$ cat src/lpt_pkg.sv
// lpt_pkg: constants and types of the line pattern table sequencer.
// assumes one clock of 25 MHz; one table entry count is one pixel period.
package lpt_pkg;
   localparam int lpt_tables = 9;
   localparam int lpt_entries = 10;
   localparam int lpt_count_w = 12;
   // entry word: count[19:8], hgate[6], pattern bits 6..1 at [5:0]
   localparam int lpt_hgate_pos = 6;
   localparam int lpt_count_lsb = 8;
   localparam int lpt_pixel_cycles = 1;
   // axi register offsets
   localparam logic [7:0] lpt_ctrl_off = 8'h00;
   localparam logic [7:0] lpt_overlap_off = 8'h04;
   localparam logic [7:0] lpt_status_off = 8'h08;
   localparam logic [31:0] lpt_ctrl_reset = 32'h00000000;
   localparam logic [7:0] lpt_overlap_reset = 8'h00;
   localparam logic [1:0] lpt_resp_okay = 2'h0;
   localparam logic [1:0] lpt_resp_slverr = 2'h2;
   typedef logic [19:0] lpt_entry_type;
   typedef enum logic [1:0]
   {
      lpt_idle = 2'h0,
      lpt_run = 2'h1,
      lpt_hold = 2'h2
   } lpt_state_type;
   // entry builder: count, gate, pattern bits 6..1
   function automatic lpt_entry_type lpt_e(input int c, input logic g,
      input logic [5:0] p);
      lpt_e = {c[11:0], 1'b0, g, p};
   endfunction : lpt_e
endpackage : lpt_pkg

$ cat src/lpt_rom_if.sv
// lpt_rom_if: table lookup between sequencer and table store.
// assumes one clock domain; lookup is combinational.
interface lpt_rom_if;
   import lpt_pkg::*;
   logic [3:0] table_sel;
   logic [3:0] entry_sel;
   lpt_entry_type entry;
   modport seq (output table_sel, output entry_sel, input entry);
   modport rom (input table_sel, input entry_sel, output entry);
endinterface : lpt_rom_if

$ cat src/lpt_rom.sv
// lpt_rom: default line pattern tables.
// assumes selects stay in range; anything else reads a terminating entry.
module lpt_rom
   import lpt_pkg::*;
(
   // lookup
   lpt_rom_if.rom rom
);
   lpt_entry_type entry;
   // pattern field bits: [5]=bit6 ... [0]=bit1
   always_comb
   begin
      entry = lpt_e(0, 1'b0, 6'h00);
      unique case ({rom.table_sel, rom.entry_sel})
         // line transfer
         8'h00: entry = lpt_e(1, 1'b0, 6'h00);
         8'h01: entry = lpt_e(1, 1'b0, 6'h04);
         8'h02: entry = lpt_e(30, 1'b0, 6'h0C);
         8'h03: entry = lpt_e(1, 1'b0, 6'h04);
         8'h04: entry = lpt_e(30, 1'b0, 6'h00);
         8'h05: entry = lpt_e(1, 1'b1, 6'h00);
         // photodiode transfer
         8'h10: entry = lpt_e(1, 1'b0, 6'h00);
         8'h11: entry = lpt_e(500, 1'b0, 6'h04);
         8'h12: entry = lpt_e(1, 1'b0, 6'h05);
         8'h13: entry = lpt_e(240, 1'b0, 6'h0D);
         8'h14: entry = lpt_e(1, 1'b0, 6'h05);
         8'h15: entry = lpt_e(400, 1'b0, 6'h04);
         8'h16: entry = lpt_e(1310, 1'b0, 6'h00);
         // integration
         8'h20: entry = lpt_e(1, 1'b1, 6'h00);
         // binning line transfer
         8'h30: entry = lpt_e(1, 1'b0, 6'h00);
         8'h31: entry = lpt_e(1, 1'b0, 6'h04);
         8'h32: entry = lpt_e(30, 1'b0, 6'h0C);
         8'h33: entry = lpt_e(1, 1'b0, 6'h04);
         8'h34: entry = lpt_e(30, 1'b0, 6'h00);
         8'h35: entry = lpt_e(1, 1'b0, 6'h04);
         8'h36: entry = lpt_e(30, 1'b0, 6'h0C);
         8'h37: entry = lpt_e(1, 1'b0, 6'h04);
         8'h38: entry = lpt_e(30, 1'b1, 6'h00);
         // flush
         8'h40: entry = lpt_e(1, 1'b0, 6'h20);
         8'h41: entry = lpt_e(1, 1'b0, 6'h24);
         8'h42: entry = lpt_e(198, 1'b0, 6'h2C);
         8'h43: entry = lpt_e(1, 1'b0, 6'h24);
         8'h44: entry = lpt_e(199, 1'b0, 6'h20);
         // idle integration
         8'h50: entry = lpt_e(1, 1'b0, 6'h00);
         // photodiode flush start
         8'h60: entry = lpt_e(1, 1'b0, 6'h00);
         8'h61: entry = lpt_e(25, 1'b0, 6'h04);
         8'h62: entry = lpt_e(1, 1'b0, 6'h05);
         8'h63: entry = lpt_e(25, 1'b0, 6'h0D);
         // photodiode flush end
         8'h70: entry = lpt_e(10, 1'b0, 6'h0D);
         8'h71: entry = lpt_e(10, 1'b0, 6'h05);
         8'h72: entry = lpt_e(25, 1'b0, 6'h04);
         8'h73: entry = lpt_e(2, 1'b0, 6'h00);
         // photodiode flush
         8'h80: entry = lpt_e(20, 1'b0, 6'h04);
         8'h81: entry = lpt_e(200, 1'b0, 6'h00);
         8'h82: entry = lpt_e(20, 1'b0, 6'h04);
         8'h83: entry = lpt_e(10, 1'b0, 6'h0C);
         8'h84: entry = lpt_e(1, 1'b0, 6'h0D);
         default: entry = lpt_e(0, 1'b0, 6'h00);
      endcase
   end
   assign rom.entry = entry;
endmodule : lpt_rom

$ cat src/lpt_seq.sv
// lpt_seq: line pattern sequencer with axi4-lite control.
// assumes trigger arrives asynchronously; bus master on same clock.
module lpt_seq
   import lpt_pkg::*;
(
   // clock, reset, enable
   input wire logic clock,
   input wire logic reset,
   input wire logic clock_enable,
   // external trigger
   input wire logic integration_done_trigger,
   // axi4-lite write
   input wire logic [7:0] s_axi_awaddr,
   input wire logic s_axi_awvalid,
   output logic s_axi_awready,
   input wire logic [31:0] s_axi_wdata,
   input wire logic [3:0] s_axi_wstrb,
   input wire logic s_axi_wvalid,
   output logic s_axi_wready,
   output logic [1:0] s_axi_bresp,
   output logic s_axi_bvalid,
   input wire logic s_axi_bready,
   // axi4-lite read
   input wire logic [7:0] s_axi_araddr,
   input wire logic s_axi_arvalid,
   output logic s_axi_arready,
   output logic [31:0] s_axi_rdata,
   output logic [1:0] s_axi_rresp,
   output logic s_axi_rvalid,
   input wire logic s_axi_rready,
   // sensor pattern outputs
   output logic [6:1] pattern_bit,
   output logic horizontal_gate,
   output logic horizontal_binning,
   output logic line_done
);
   typedef struct packed
   {
      logic [1:0] trig_sync;
      lpt_state_type state;
      logic [3:0] table_sel;
      logic [3:0] entry_sel;
      logic [lpt_count_w-1:0] count;
      logic [31:0] ctrl;
      logic [7:0] overlap;
      logic [7:0] ovl_count;
      logic [6:1] pattern;
      logic hgate;
      logic binning;
      logic done;
      logic trig_seen;
      logic aw_got;
      logic w_got;
      logic awready;
      logic wready;
      logic [7:0] awaddr;
      logic [31:0] wdata;
      logic [3:0] wstrb;
      logic bvalid;
      logic [1:0] bresp;
      logic arready;
      logic rvalid;
      logic [31:0] rdata;
      logic [1:0] rresp;
   } lpt_regs_type;

   lpt_regs_type r;
   lpt_regs_type next_r;
   lpt_rom_if rom_bus ();
   lpt_entry_type cur;
   logic [31:0] wmask;
   logic trig;

   lpt_rom u_rom (.rom(rom_bus));
   assign rom_bus.table_sel = r.table_sel;
   assign rom_bus.entry_sel = r.entry_sel;
   assign cur = rom_bus.entry;
   assign trig = r.trig_sync[1];

   always_comb
   begin
      next_r = r;
      next_r.trig_sync = {r.trig_sync[0], integration_done_trigger};
      next_r.done = 1'b0;
      // trigger latched; set wins over the clear at table restart
      if (trig)
         next_r.trig_seen = 1'b1;
      // sequencer
      unique case (r.state)
         lpt_idle:
         begin
            next_r.pattern = '0;
            next_r.hgate = 1'b0;
            if (r.ctrl[0])
            begin
               next_r.table_sel = r.ctrl[7:4];
               next_r.entry_sel = 4'h0;
               next_r.count = '0;
               next_r.trig_seen = trig;
               next_r.state = lpt_run;
            end
         end
         lpt_run:
         begin
            // load entry; zero count ends the table
            if (cur[lpt_count_lsb +: lpt_count_w] == '0)
            begin
               next_r.done = 1'b1;
               next_r.entry_sel = 4'h0;
               next_r.binning = 1'b0;
               // integration repeats until trigger
               if (r.table_sel == 4'h2 && !r.trig_seen && !trig)
                  next_r.state = lpt_run;
               else if (r.ctrl[1] && r.table_sel != 4'h2)
                  next_r.state = lpt_run;
               else
                  next_r.state = lpt_idle;
               next_r.trig_seen = trig;
               if (!r.ctrl[0])
                  next_r.state = lpt_idle;
               // a finished table drops start so idle does not rerun it
               if (next_r.state == lpt_idle)
                  next_r.ctrl[0] = 1'b0;
            end
            else
            begin
               next_r.count = cur[lpt_count_lsb +: lpt_count_w];
               next_r.hgate = cur[lpt_hgate_pos];
               // binning readout follows binning transfer
               next_r.binning = (r.table_sel == 4'h3) &&
                  cur[lpt_hgate_pos];
               // phase two waits overlap cycles after phase one
               next_r.pattern = {cur[5:3], r.pattern[3], cur[1:0]};
               next_r.ovl_count = r.overlap;
               if (r.overlap == 8'h00)
                  next_r.pattern[3] = cur[2];
               next_r.state = lpt_hold;
            end
         end
         lpt_hold:
         begin
            if (r.ovl_count > 8'h01)
               next_r.ovl_count = r.ovl_count - 8'h01;
            else
            begin
               next_r.ovl_count = 8'h00;
               next_r.pattern[3] = cur[2];
            end
            // hold entry for its pixel count
            if (r.count <= lpt_count_w'(lpt_pixel_cycles))
            begin
               next_r.pattern[3] = cur[2];
               next_r.entry_sel = r.entry_sel + 4'h1;
               next_r.state = lpt_run;
            end
            else
               next_r.count = r.count - lpt_count_w'(lpt_pixel_cycles);
         end
         default: next_r.state = lpt_idle;
      endcase
      // axi write
      if (s_axi_awvalid && r.awready)
      begin
         next_r.aw_got = 1'b1;
         next_r.awaddr = s_axi_awaddr;
      end
      if (s_axi_wvalid && r.wready)
      begin
         next_r.w_got = 1'b1;
         next_r.wdata = s_axi_wdata;
         next_r.wstrb = s_axi_wstrb;
      end
      if (r.aw_got && r.w_got)
      begin
         next_r.aw_got = 1'b0;
         next_r.w_got = 1'b0;
         next_r.bvalid = 1'b1;
         next_r.bresp = lpt_resp_okay;
         unique case (r.awaddr)
            lpt_ctrl_off: next_r.ctrl = (r.ctrl & ~wmask) |
               (r.wdata & wmask);
            lpt_overlap_off:
               if (r.wstrb[0])
                  next_r.overlap = r.wdata[7:0];
            lpt_status_off: next_r.bresp = lpt_resp_okay;
            default: next_r.bresp = lpt_resp_slverr;
         endcase
      end
      if (r.bvalid && s_axi_bready)
         next_r.bvalid = 1'b0;
      // axi read
      next_r.arready = 1'b0;
      if (s_axi_arvalid && !r.arready && !r.rvalid)
      begin
         next_r.arready = 1'b1;
         next_r.rvalid = 1'b1;
         next_r.rresp = lpt_resp_okay;
         unique case (s_axi_araddr)
            lpt_ctrl_off: next_r.rdata = r.ctrl;
            lpt_overlap_off: next_r.rdata = {24'h000000, r.overlap};
            lpt_status_off: next_r.rdata = {16'h0000, r.count[11:0],
               r.entry_sel};
            default:
            begin
               next_r.rdata = 32'h00000000;
               next_r.rresp = lpt_resp_slverr;
            end
         endcase
         next_r.rdata[31:30] = (s_axi_araddr == lpt_status_off) ?
            r.state : next_r.rdata[31:30];
      end
      if (r.rvalid && s_axi_rready)
         next_r.rvalid = 1'b0;
      // readies from flops; low while a write is held or answered
      next_r.awready = !next_r.aw_got && !next_r.bvalid;
      next_r.wready = !next_r.w_got && !next_r.bvalid;
   end

   generate
      for (genvar i = 0; i < 4; i++)
      begin : g_mask
         assign wmask[8*i +: 8] = {8{r.wstrb[i]}};
      end
   endgenerate

   always_ff @(posedge clock)
   begin
      if (reset)
      begin
         r <= '0;
         r.state <= lpt_idle;
         r.ctrl <= lpt_ctrl_reset;
         r.overlap <= lpt_overlap_reset;
      end
      else if (clock_enable)
         r <= next_r;
   end

   assign s_axi_awready = r.awready;
   assign s_axi_wready = r.wready;
   assign s_axi_bvalid = r.bvalid;
   assign s_axi_bresp = r.bresp;
   assign s_axi_arready = r.arready;
   assign s_axi_rvalid = r.rvalid;
   assign s_axi_rdata = r.rdata;
   assign s_axi_rresp = r.rresp;
   assign pattern_bit = r.pattern;
   assign horizontal_gate = r.hgate;
   assign horizontal_binning = r.binning;
   assign line_done = r.done;
endmodule : lpt_seq

$ cat config.mk
export PLATFORM = sky130hd
export DESIGN_NAME = lpt_seq
export DESIGN_NICKNAME = d
export VERILOG_FILES = /design/src/lpt_pkg.sv /design/src/lpt_rom_if.sv /design/src/lpt_rom.sv /design/src/lpt_seq.sv
export SDC_FILE = /design/constraint.sdc
export NUM_CORES = 1
export LEC_CHECK = 0
export ABC_AREA = 0
export BUFFER_PORTS_ARGS = -buffer_cell sky130_fd_sc_hd__buf_2
export CAP_MARGIN = 0
export CORE_MARGIN = 3
export CORE_UTILIZATION = 50
export DETAILED_ROUTE_END_ITERATION = 10
export PLACE_DENSITY_LB_ADDON = 0.1
export SYNTH_ARGS = -nofsm -noshare
export SYNTH_HDL_FRONTEND = slang
export SYNTH_SLANG_ARGS = --single-unit
$ cat constraint.sdc
create_clock -name clock -period 6 [get_ports clock]
set_input_delay 0.6 -clock clock [delete_from_list [all_inputs] [get_ports clock]]
set_output_delay 0.6 -clock clock [all_outputs]
set_load 0.01 [all_outputs]
==> After elaboration in Yosys (flattened, before gate mapping) <==
Index checks and enable logic that the tools add are counted.
{ "op_classes": {"n_addsub": 3, "mul": 0, "n_div": 0, "n_lt_le_gt_ge": 2, "n_eq_ne": 57, "shift": 0, "n_mux": 48, "n_bitwise": 4, "n_reduce_logical": 57} }
{ "op_table": {"columns": ["op", "count"], "rows": [
  ["19-bit case mux with 24 select lines", 1],
  ["8-bit by 7-bit equality test with 1-bit output (second input constant)", 14],
  ["32-bit case mux with 3 select lines", 1],
  ["8-bit by 6-bit equality test with 1-bit output (second input constant)", 10],
  ["32-bit bitwise AND", 2],
  ["8-bit by 5-bit equality test with 1-bit output (second input constant)", 7],
  ["16-bit case mux with 3 select lines", 1],
  ["8-bit equality test (second input constant)", 5],
  ["36-bit 2-to-1 mux", 1],
  ["8-bit by 3-bit equality test with 1-bit output (second input constant)", 4],
  ["8-bit zero test", 4],
  ["32-bit inverter", 1],
  ["32-bit bitwise OR", 1],
  ["12-bit 2-to-1 mux", 2],
  ["8-bit 2-to-1 mux", 3],
  ["22-bit 2-to-1 mux", 1],
  ["2-bit 2-to-1 mux", 10],
  ["1-bit 2-to-1 mux", 17],
  ["8-bit by 2-bit equality test with 1-bit output (second input constant)", 2],
  ["8-bit by 4-bit equality test with 1-bit output (second input constant)", 2],
  ["8-bit case mux with 2 select lines", 1],
  ["15-bit 2-to-1 mux", 1],
  ["3-bit AND reduction", 5],
  ["5-bit AND reduction", 3],
  ["other kinds (31)", 72]
]} }
{ "word_totals": {"regBits": 169, "latchBits": 0, "ram_bits": 0, "mem_bits_ro": 0, "input_bits": 61, "word_cells": 199, "memories": 0} }

==> Logic depth before layout (Yosys ltp) <==
Gate-level depths: netlist of the first run.
{ "depth": {"ltp_word": 13, "ltp_mapped": 11, "mapped_depth_nobuf": 9} }

==> Cells and area by module <==
Synthesis of the first run repeated with hierarchy kept, for this count alone.
{ "unflattened": {"cells_unflattened": 1017, "hier_area_um2": 8323.0} }
{ "modules_own_cells": {"columns": ["module", "instances", "cells_per_inst", "area_per_inst_um2", "seq_area_each_um2"], "rows": [
  ["lpt_seq", 1, 896, 7490.9, 3343.2],
  ["lpt_rom", 1, 121, 832.0, 0.0]
]} }

==> Least setup slack after synthesis of the first run <==
No wires, ideal clock.
{ "synth_path": {"path_type": "reg-to-reg", "startpoint": "register r, in the netlist rom_bus.entry_sel[0]", "endpoint": "register r[101] in the netlist's numbering", "setup_time_ns": 0.128, "arrival_ns": 2.549, "required_time_ns": 5.872, "path_slack_ns": 3.324, "stages_incl_launch_ff": 11, "path_buffers": 1, "path_cell_list": "dfxtp_1 > inv_1 > ha_1 > and3b_1 > and2_1 > a311o_1 > or4_4 > o21ai_2 > buf_4 > mux2i_1 > nor2_1"} }
{ "synth_via": {"elab_chain_len": 6, "word_cells_on_any_way": 55, "classes_between": "eq/ne (42); mux (1); reduce/logical (12)"} }
{ "synth_lines": {"columns": ["element", "line", "rtl"], "rows": [
  ["start, declared", "lpt_seq.sv:67", "lpt_regs_type r;"],
  ["start signal, assigned", "lpt_seq.sv:236", "r <= next_r;"],
  ["8-bit by 1-bit equality test with 1-bit output (tied with other cells)", "lpt_rom.sv:14", "unique case ({rom.table_sel, rom.entry_sel})"],
  ["6-bit OR reduction (no source line) (tied with other cells)", null, null],
  ["19-bit case mux with 24 select lines (*)", "lpt_rom.sv:14", null],
  ["12-bit zero test (*)", "lpt_seq.sv:106", "if (cur[lpt_count_lsb +: lpt_count_w] == '0)"],
  ["2-bit != test (no source line) (*)", null, null],
  ["3-bit AND reduction (no source line) (*)", null, null]
]} }
Every way passes the cells marked *; elsewhere a longest branch is shown, timed or not.
A chain may end at the register's enable or synchronous reset.

==> Final worst setup path of the first run <==
{ "layout_path": {"startpoint": "register r, in the netlist rom_bus.entry_sel[0]", "endpoint": "register r[146] in the netlist's numbering"} }
{ "layout_via": {"elab_chain_len": 6, "word_cells_on_any_way": 57, "classes_between": "eq/ne (42); mux (3); reduce/logical (12)"} }
{ "layout_lines": {"columns": ["element", "line"], "rows": [
  ["8-bit by 1-bit equality test with 1-bit output (tied with other cells)", "lpt_rom.sv:14"],
  ["6-bit OR reduction (no source line) (tied with other cells)", null],
  ["19-bit case mux with 24 select lines (*)", "lpt_rom.sv:14"],
  ["12-bit zero test", "lpt_seq.sv:106"],
  ["2-bit != test (no source line)", null],
  ["5-bit AND reduction (no source line)", null]
]} }
Every way passes the cells marked *; elsewhere a longest branch is shown, timed or not. The select of a mux whose other input is x is not followed.

==> metrics.log, run 1 <==
[metrics] multi-input combinational cell area: 0.00404 sq mm
[metrics] DR WL/cell: 16.7 um
[metrics] highest ir drop seen on vdd: 0.000213 V
[metrics] Via Count: 7169
[metrics] cell accounting for the most synthesized area: sky130_fd_sc_hd__dfxtp_1
[metrics] FF-to-FF setup slack: 2.49 ns
[metrics] average cell area after synthesis: 7.87 sq um
[metrics] netlist area before placement: 0.00798 sq mm
[metrics] worst slew margin relative to its limit: 0.279
[metrics] maximum number of pins on one net before global-route repair: 96
[metrics] chip height: 132 um
[metrics] maximum clock frequency: 0.285 GHz
[metrics] most frequently used cell type in the post-synthesis netlist: sky130_fd_sc_hd__nand2_1
[metrics] initial core utilization: 0.517
[metrics] async set-reset flop share out of synthesis: 0
[metrics] post-cts hold buffer count: 0
[metrics] most crowded layer after global routing: met2
[metrics] top area cells in the synthesized netlist: sky130_fd_sc_hd__dfxtp_1 41%, sky130_fd_sc_hd__nand2_1 8.3%, sky130_fd_sc_hd__a21oi_1 7.9%
[metrics] H-tree lvl count: 4
[metrics] number of global-route vias before repair: 6602
[metrics] power per standard cell area: 263 mW/mm^2
[metrics] layout net count: 1108
[metrics] Primary FF master, synth: sky130_fd_sc_hd__dfxtp_1
[metrics] total length of routed wires: 21100 um
[metrics] number of max-cap violations: 0
[metrics] type of the most critical hold path: in -> reg
[metrics] maximum buffer depth of the clock tree: 2
[metrics] width of the chip: 132 um
[metrics] number of different library cells in the post-synthesis netlist: 69
[metrics] hold worst-path end: r[62]
[metrics] number of slew-limit violations in the final report: 0
[metrics] arrival time at the worst endpoint: 3.85 ns
[metrics] all-layer global routing usage: 0.239
[metrics] final setup violation count: 0
[metrics] post-CTS setup buffer count: 0
[metrics] Clock Sinks: 165
[metrics] clk slew on worst S/H paths: 0.07 ns
[metrics] met1 capacity usage during global routing: 0.321
[metrics] global-route met3 utilization: 0.0569
[metrics] outcome: completed
[metrics] startpoint type of the worst setup path: flip-flop
[metrics] final estimated routing congestion in global placement: 0.935
[metrics] time the final worst path needs with I/O delays and setup: 3.51 ns
[metrics] Yosys Warn Count: 0
[metrics] number of cells on the worst reg-to-reg path: 9
[metrics] placeable core region: 0.0154 sq mm
[metrics] met2 usage: 0.373
[metrics] count of input and output buffers: 106
[metrics] Worst Clk Skew: 0.00670 ns
[metrics] number of antenna violations at the first check in global routing: 1
[metrics] top-level port count: 111
[metrics] maximum fanout along the worst path: 11
[metrics] clock insertion delay at the later pin of the skew report: 0.44 ns
[metrics] ratio of cells with drive above 1 in the final layout: 0.152
[metrics] WP data required: 6.34 ns
[metrics] grt total ovfl: 0
[metrics] critical path type: reg -> reg
[metrics] post_cts resized: 0
[metrics] Leakage Power: 0.00342 uW
[metrics] number of iterations in the first detailed-routing pass: 5
[metrics] total power consumption of the routed design: 2330 uW
[metrics] Worst Min Path Start: s_axi_wdata[19]
[metrics] proportion of netlist area held by the largest area contributor: 0.414
[metrics] transition time at the pin with the least slew margin: 1.08 ns
[metrics] storage element area: 0.00330 sq mm
[metrics] fillcell total: 1539
[metrics] post-route setup TNS: 0 ns
[metrics] number of flops mapped to enable cells by yosys: 0
[metrics] proportion of synthesized chip area in sequential cells: 0.414
[metrics] kind of capture point of the worst setup path: flip-flop
[metrics] r2r endpoint: r[146]
[metrics] fraction of the cycle the final worst path needs: 0.585
[metrics] Post-Syn Instances: 1013
[metrics] Root Driver: sky130_fd_sc_hd__clkbuf_16
[metrics] origin of the critical flop-to-flop path: rom_bus.entry_sel[0]
[metrics] detailed-route DRC error count: 0
[metrics] count of state elements after synthesis: 165
[metrics] Antenna Violating Nets Remaining: 0
[metrics] RSZ-0062 raised after global routing: no
[metrics] area delta synth->final: 11.0%
[metrics] Num CTS Buffers: 17
[metrics] first-pass GRT wire length: 34200 um
[metrics] half-perimeter wire length after detailed placement: 14300 um
[metrics] Detailed Route Iter0 Violations: 679
[metrics] number of placement rows: 45
[metrics] cell types with the highest counts after synthesis: 177 x sky130_fd_sc_hd__nand2_1, 165 x sky130_fd_sc_hd__dfxtp_1, 126 x sky130_fd_sc_hd__a21oi_1
[metrics] routed vias/inst: 5.69
[metrics] floorplan die area: 0.0175 sq mm
[metrics] CTS tree: yes
[metrics] number of endpoints with negative hold slack in the final report: 0
[metrics] cell depth of the worst hold path: 3
## per-stage QoR
| stage | instances | util | worst slack (ns) | cell area (sq um) | hold slack, ns |
|---|---|---|---|---|---|
| floorplan | 1016 | - | 3.32 | 7990 | 0.426 |
| global placement | 1227 | 0.535 | 2.63 | 8250 | 0.437 |
| detailed placement | 1227 | 0.535 | 2.54 | 8250 | 0.443 |
| CTS | 1259 | 0.574 | 2.51 | 8850 | 0.375 |
| global route | 1259 | 0.574 | 2.30 | 8850 | 0.378 |
| finish | 1260 | 0.574 | 2.49 | 8850 | 0.392 |
## worst max path at each step
stage | from | slack [ns] | cells past startpoint | endpoint
2_1_floorplan | rom_bus.entry_sel[0] | 3.32 | 10 | r[101]
3_3_place_gp | clock_enable | 2.63 | 7 | s_axi_rdata[3]
3_5_place_dp | rom_bus.entry_sel[0] | 2.54 | 9 | r[146]
4_1_cts | rom_bus.entry_sel[0] | 2.51 | 9 | r[146]
5_1_grt | rom_bus.entry_sel[0] | 2.30 | 9 | r[146]
6_report | rom_bus.entry_sel[0] | 2.49 | 9 | r[146]
## per-layer routing
layer	wire length (um)	share of wire
met1	9590	0.46
met2	9570	0.45
met3	1360	0.065
met4	531	0.025
met5	20	0.00095
## cell usage in the layout (no fill, tap or decap), types with 5 or more instances in the layout
cell,Yosys,routed
sky130_fd_sc_hd__inv_8,0,5
sky130_fd_sc_hd__mux2i_1,26,26
sky130_fd_sc_hd__a22o_1,10,10
sky130_fd_sc_hd__nand3b_1,6,6
sky130_fd_sc_hd__nand3_1,59,59
sky130_fd_sc_hd__clkbuf_16,0,17
sky130_fd_sc_hd__a22oi_1,20,20
sky130_fd_sc_hd__buf_2,6,105
sky130_fd_sc_hd__o211ai_1,5,5
sky130_fd_sc_hd__buf_4,45,8
sky130_fd_sc_hd__ha_1,12,12
sky130_fd_sc_hd__xnor2_1,5,5
sky130_fd_sc_hd__o21ai_1,12,12
sky130_fd_sc_hd__nor3_1,22,21
sky130_fd_sc_hd__or4_1,5,5
sky130_fd_sc_hd__o21ai_0,24,24
sky130_fd_sc_hd__nor2_1,85,85
sky130_fd_sc_hd__o2bb2ai_1,6,6
sky130_fd_sc_hd__o21a_1,5,5
sky130_fd_sc_hd__dfxtp_1,165,165
sky130_fd_sc_hd__nor4_1,12,12
sky130_fd_sc_hd__a211oi_1,11,11
sky130_fd_sc_hd__nand2_1,177,177
sky130_fd_sc_hd__a21oi_1,126,126
sky130_fd_sc_hd__inv_1,12,12
sky130_fd_sc_hd__nand4_1,6,6
sky130_fd_sc_hd__and3_1,11,11
## critical path, cell delays in order, from the launching register on
cell and delay, ns:
sky130_fd_sc_hd__dfxtp_1 0.45, sky130_fd_sc_hd__inv_1 0.10, sky130_fd_sc_hd__ha_1 0.35, sky130_fd_sc_hd__and3b_1 0.28
sky130_fd_sc_hd__and2_1 0.18, sky130_fd_sc_hd__a311o_1 0.39, sky130_fd_sc_hd__or4_4 0.61, sky130_fd_sc_hd__o21ai_1 0.72
sky130_fd_sc_hd__nor2_1 0.11, sky130_fd_sc_hd__a211oi_1 0.23
## final cells by class
class	count	area share
Sequential cell	165	0.373
Timing Repair Buffer	113	0.0661
Antenna cell	1	0.000283
Multi-Input combinational cell	724	0.457
Inverter	14	0.00594
Tap cell	211	0.0298
Clock buffer	17	0.0480
Clock inverter	15	0.0201
## logic make-up (layout without fill, tap and decap cells)
family	count (synthesis)	count (layout)	share of synthesized area
AND/OR/NAND/NOR	414	414	0.240
flip-flops	165	165	0.414
XOR/XNOR	7	7	0.00769
AO/OA/AOI/OAI	260	260	0.203
buffers and inverters	127	159	0.0819
other	1	5	0.000470
multiplexers	27	27	0.0340
adder cells (fa/ha/maj)	12	12	0.0188
## report_power, final
part	switching (uW)	leakage [uW]	internal [uW]	total [uW]
registers	10.9	0.00133	1110	1120
clock network	522	0.000290	598	1120
logic	60.9	0.00180	32.0	92.8
Note: power is estimated with default switching activity, not from simulation.
==> run 2: changes to the inputs <==
Settings changed: ABC_AREA 0 to 1.
Clock period 6 ns to 3.6 ns, I/O delays scaled along.
==> run 2 against run 1 <==
Combinational power rose by 130%. Worst setup slack got worse by 1.3 ns. Critical endpoint is now r[98]. Critical path type unchanged. Routed wire length rose by 5.2%.
==> metrics.log, run 2 <==
[metrics] Clock Sinks: 165
[metrics] area delta synth->final: 11.2%
[metrics] count of state elements after synthesis: 165
[metrics] Yosys Warn Count: 0
[metrics] final setup violation count: 0
[metrics] multi-input combinational cell area: 0.00395 sq mm
[metrics] part of the total power dissipated in combinational logic: 0.056
[metrics] most common cell after layout, fill and taps aside: sky130_fd_sc_hd__nand2_1
[metrics] layout net count: 1271
[metrics] top area cells in the synthesized netlist: sky130_fd_sc_hd__dfxtp_1 40%, sky130_fd_sc_hd__nand2_1 11%, sky130_fd_sc_hd__a21oi_1 8.7%
[metrics] total length of routed wires: 22200 um
[metrics] kind of capture point of the worst setup path: flip-flop
[metrics] transition time at the pin with the least slew margin: 1.16 ns
[metrics] Leakage Power: 0.00382 uW
[metrics] sequential power share: 0.483
[metrics] Num CTS Buffers: 17
[metrics] fraction of the cycle the final worst path needs: 0.661
[metrics] Final Cell Area: 0.00908 sq mm
[metrics] all-layer global routing usage: 0.249
[metrics] detailed-route DRC error count: 0
[metrics] FF-to-FF setup slack: 1.22 ns
[metrics] maximum fanout along the worst path: 11
[metrics] half-perimeter wire length after detailed placement: 15900 um
[metrics] chip height: 134 um
[metrics] mux cell area share after synthesis: 0
[metrics] ratio of cells with drive above 1 in the final layout: 0.160
[metrics] CTS tree: yes
[metrics] Setup Slack @ Placement: 1.19 ns
[metrics] cell types with the highest counts after synthesis: 240 x sky130_fd_sc_hd__nand2_1, 165 x sky130_fd_sc_hd__dfxtp_1, 142 x sky130_fd_sc_hd__a21oi_1
[metrics] Detailed Route Iter0 Violations: 662
[metrics] number of flops mapped to enable cells by yosys: 0
[metrics] proportion of netlist area held by the largest area contributor: 0.404
[metrics] total power consumption of the routed design: 3890 uW
[metrics] Sw Share: 0.248
[metrics] initial core utilization: 0.512
[metrics] # diodes: 0
[metrics] simple-gate portion of the synthesized area: 0.272
[metrics] cell accounting for the most synthesized area: sky130_fd_sc_hd__dfxtp_1
[metrics] Via Count: 7616
[metrics] arrival time at the worst endpoint: 2.75 ns
[metrics] async set-reset flop share out of synthesis: 0
[metrics] RSZ-0062 raised after global routing: no
[metrics] post-cts hold buffer count: 0
[metrics] post_cts resized: 0
[metrics] fillcell total: 1616
[metrics] post-route setup TNS: 0 ns
[metrics] final estimated routing congestion in global placement: 0.968
[metrics] placeable core region: 0.0159 sq mm
[metrics] clock insertion delay at the later pin of the skew report: 0.43 ns
[metrics] netlist area before placement: 0.00817 sq mm
[metrics] number of antenna violations at the first check in global routing: 0
[metrics] area share of fa/ha/maj cells after synthesis: 0.0184
[metrics] maximum number of pins on one net before global-route repair: 89
[metrics] storage element area: 0.00330 sq mm
[metrics] number of iterations in the first detailed-routing pass: 5
[metrics] number of different library cells in the post-synthesis netlist: 46
[metrics] maximum buffer depth of the clock tree: 2
[metrics] XOR/XNOR share of the synthesized area: 0.0150
[metrics] Antenna Violating Nets Remaining: 0
[metrics] most frequently used cell type in the post-synthesis netlist: sky130_fd_sc_hd__nand2_1
[metrics] grt total ovfl: 0
[metrics] DR WL/cell: 15.5 um
[metrics] top-level port count: 111
[metrics] routed vias/inst: 5.34
[metrics] maximum clock frequency: 0.420 GHz
[metrics] post-CTS setup buffer count: 0
[metrics] clock group share of total power: 0.461
[metrics] post-placement cell area: 0.00850 sq mm
[metrics] Synth Area in Compound Gates: 0.176
[metrics] number of placement rows: 46
[metrics] post-layout worst setup margin: 1.22 ns
[metrics] Root Driver: sky130_fd_sc_hd__clkbuf_16
[metrics] number of global-route vias before repair: 7172
[metrics] sw power: 965 uW
[metrics] width of the chip: 134 um
[metrics] number of slew-limit violations in the final report: 0
[metrics] power per standard cell area: 428 mW/mm^2
[metrics] number of max-cap violations: 0
[metrics] number of endpoints with negative hold slack in the final report: 0
[metrics] worst slew margin relative to its limit: 0.224
[metrics] count of input and output buffers: 106
[metrics] utilization after layout: 0.569
[metrics] startpoint type of the worst setup path: flip-flop
[metrics] main combinational cell family by area after synthesis: simple AND/OR/NAND/NOR gates
[metrics] Primary FF master, synth: sky130_fd_sc_hd__dfxtp_1
[metrics] first-pass GRT wire length: 36100 um
[metrics] Post-Syn Instances: 1159
[metrics] highest ir drop seen on vdd: 0.000323 V
[metrics] outcome: completed
[metrics] proportion of synthesized chip area in sequential cells: 0.404
[metrics] Worst Clk Skew: 0.00883 ns
[metrics] commonest cells after routing, fill and taps aside: 240 x sky130_fd_sc_hd__nand2_1, 165 x sky130_fd_sc_hd__dfxtp_1, 142 x sky130_fd_sc_hd__a21oi_1
[metrics] internal portion of total power: 2920 uW
[metrics] critical path type: reg -> reg
[metrics] clk slew on worst S/H paths: 0.07 ns
[metrics] H-tree lvl count: 4
[metrics] floorplan die area: 0.0179 sq mm
[metrics] average cell area after synthesis: 7.05 sq um
[metrics] WP data required: 3.97 ns
[metrics] time the final worst path needs with I/O delays and setup: 2.38 ns
[metrics] type of the most critical hold path: in -> reg
run 2: changes by cell type after synthesis, moves of 16 or more:
cell                      previous run  this run
sky130_fd_sc_hd__a22oi_1            20         4
sky130_fd_sc_hd__nand2_1           177       240
sky130_fd_sc_hd__inv_1              12        88
sky130_fd_sc_hd__a21oi_1           126       142
sky130_fd_sc_hd__o21ai_0            24        73
sky130_fd_sc_hd__nand3_1            59        92
sky130_fd_sc_hd__nor2_1             85       114
sky130_fd_sc_hd__mux2i_1            26         0
run 2: final cells by class:
class	instances	area share
flip-flops and latches	165	0.364
multi-input cells	800	0.435
inverters	100	0.0419
clock buffers	18	0.0484
clock inverters	14	0.0157
repair buffers	114	0.0650
well taps	216	0.0298
run 2: power groups by stage:
stage               registers (uW)  logic (uW)  clock network (uW)
finish                        1880         217                1790
global route                  1880         243                1910
CTS                           1880         218                1820
detailed placement            1920         217                   0
global placement              1920         216                   0
floorplan                     1920         154                   0
run 2: path summary, 6_finish.rpt:
kind	start	endpoint	cells past startpoint
max	rom_bus.entry_sel[0]	r[98]	16
min	integration_done_trigger	next_r[168]	3
max reg2reg	rom_bus.entry_sel[0]	r[98]	16
min reg2reg	r[86]	r[86]	2
run 2: layer usage:
layer / wire length [um] / GRT usage / vias to the layer above
li1: - / - / 3861
met1: 10200 / 0.334 / 3495
met2: 10300 / 0.401 / 216
met3: 1150 / 0.0525 / 44
met4: 548 / 0.0829 / 0
met5: 0 / 0 / -
run 2: critical path, stage by stage (launching register included):
cell and delay, ns:
sky130_fd_sc_hd__dfxtp_1 0.34, sky130_fd_sc_hd__inv_1 0.14, sky130_fd_sc_hd__ha_1 0.27, sky130_fd_sc_hd__nand2_1 0.11
sky130_fd_sc_hd__nor2_2 0.20, sky130_fd_sc_hd__nand2_1 0.11, sky130_fd_sc_hd__nand2_1 0.09, sky130_fd_sc_hd__nor2_1 0.05
sky130_fd_sc_hd__nand2_1 0.11, sky130_fd_sc_hd__nor2_4 0.05, sky130_fd_sc_hd__nand3_4 0.10, sky130_fd_sc_hd__nand2_4 0.06
sky130_fd_sc_hd__inv_2 0.27, sky130_fd_sc_hd__nand2_2 0.14, sky130_fd_sc_hd__inv_2 0.15, sky130_fd_sc_hd__nor2_1 0.05
sky130_fd_sc_hd__nor2_1 0.09
run 2: metrics by stage:
stage / cells / hold WS, ns
final: 1427 / 0.174
after floorplan: 1162 / 0.425
after global routing: 1427 / 0.167
after global placement: 1395 / 0.443
after detailed placement: 1395 / 0.446
after CTS: 1427 / 0.165
run 2: kinds of logic after synthesis:
logic type	Yosys count
flops	165
compound gates	264
fa+ha+maj	12
buf+inv	197
xor+xnor	14
simple gates	506
other cells	1
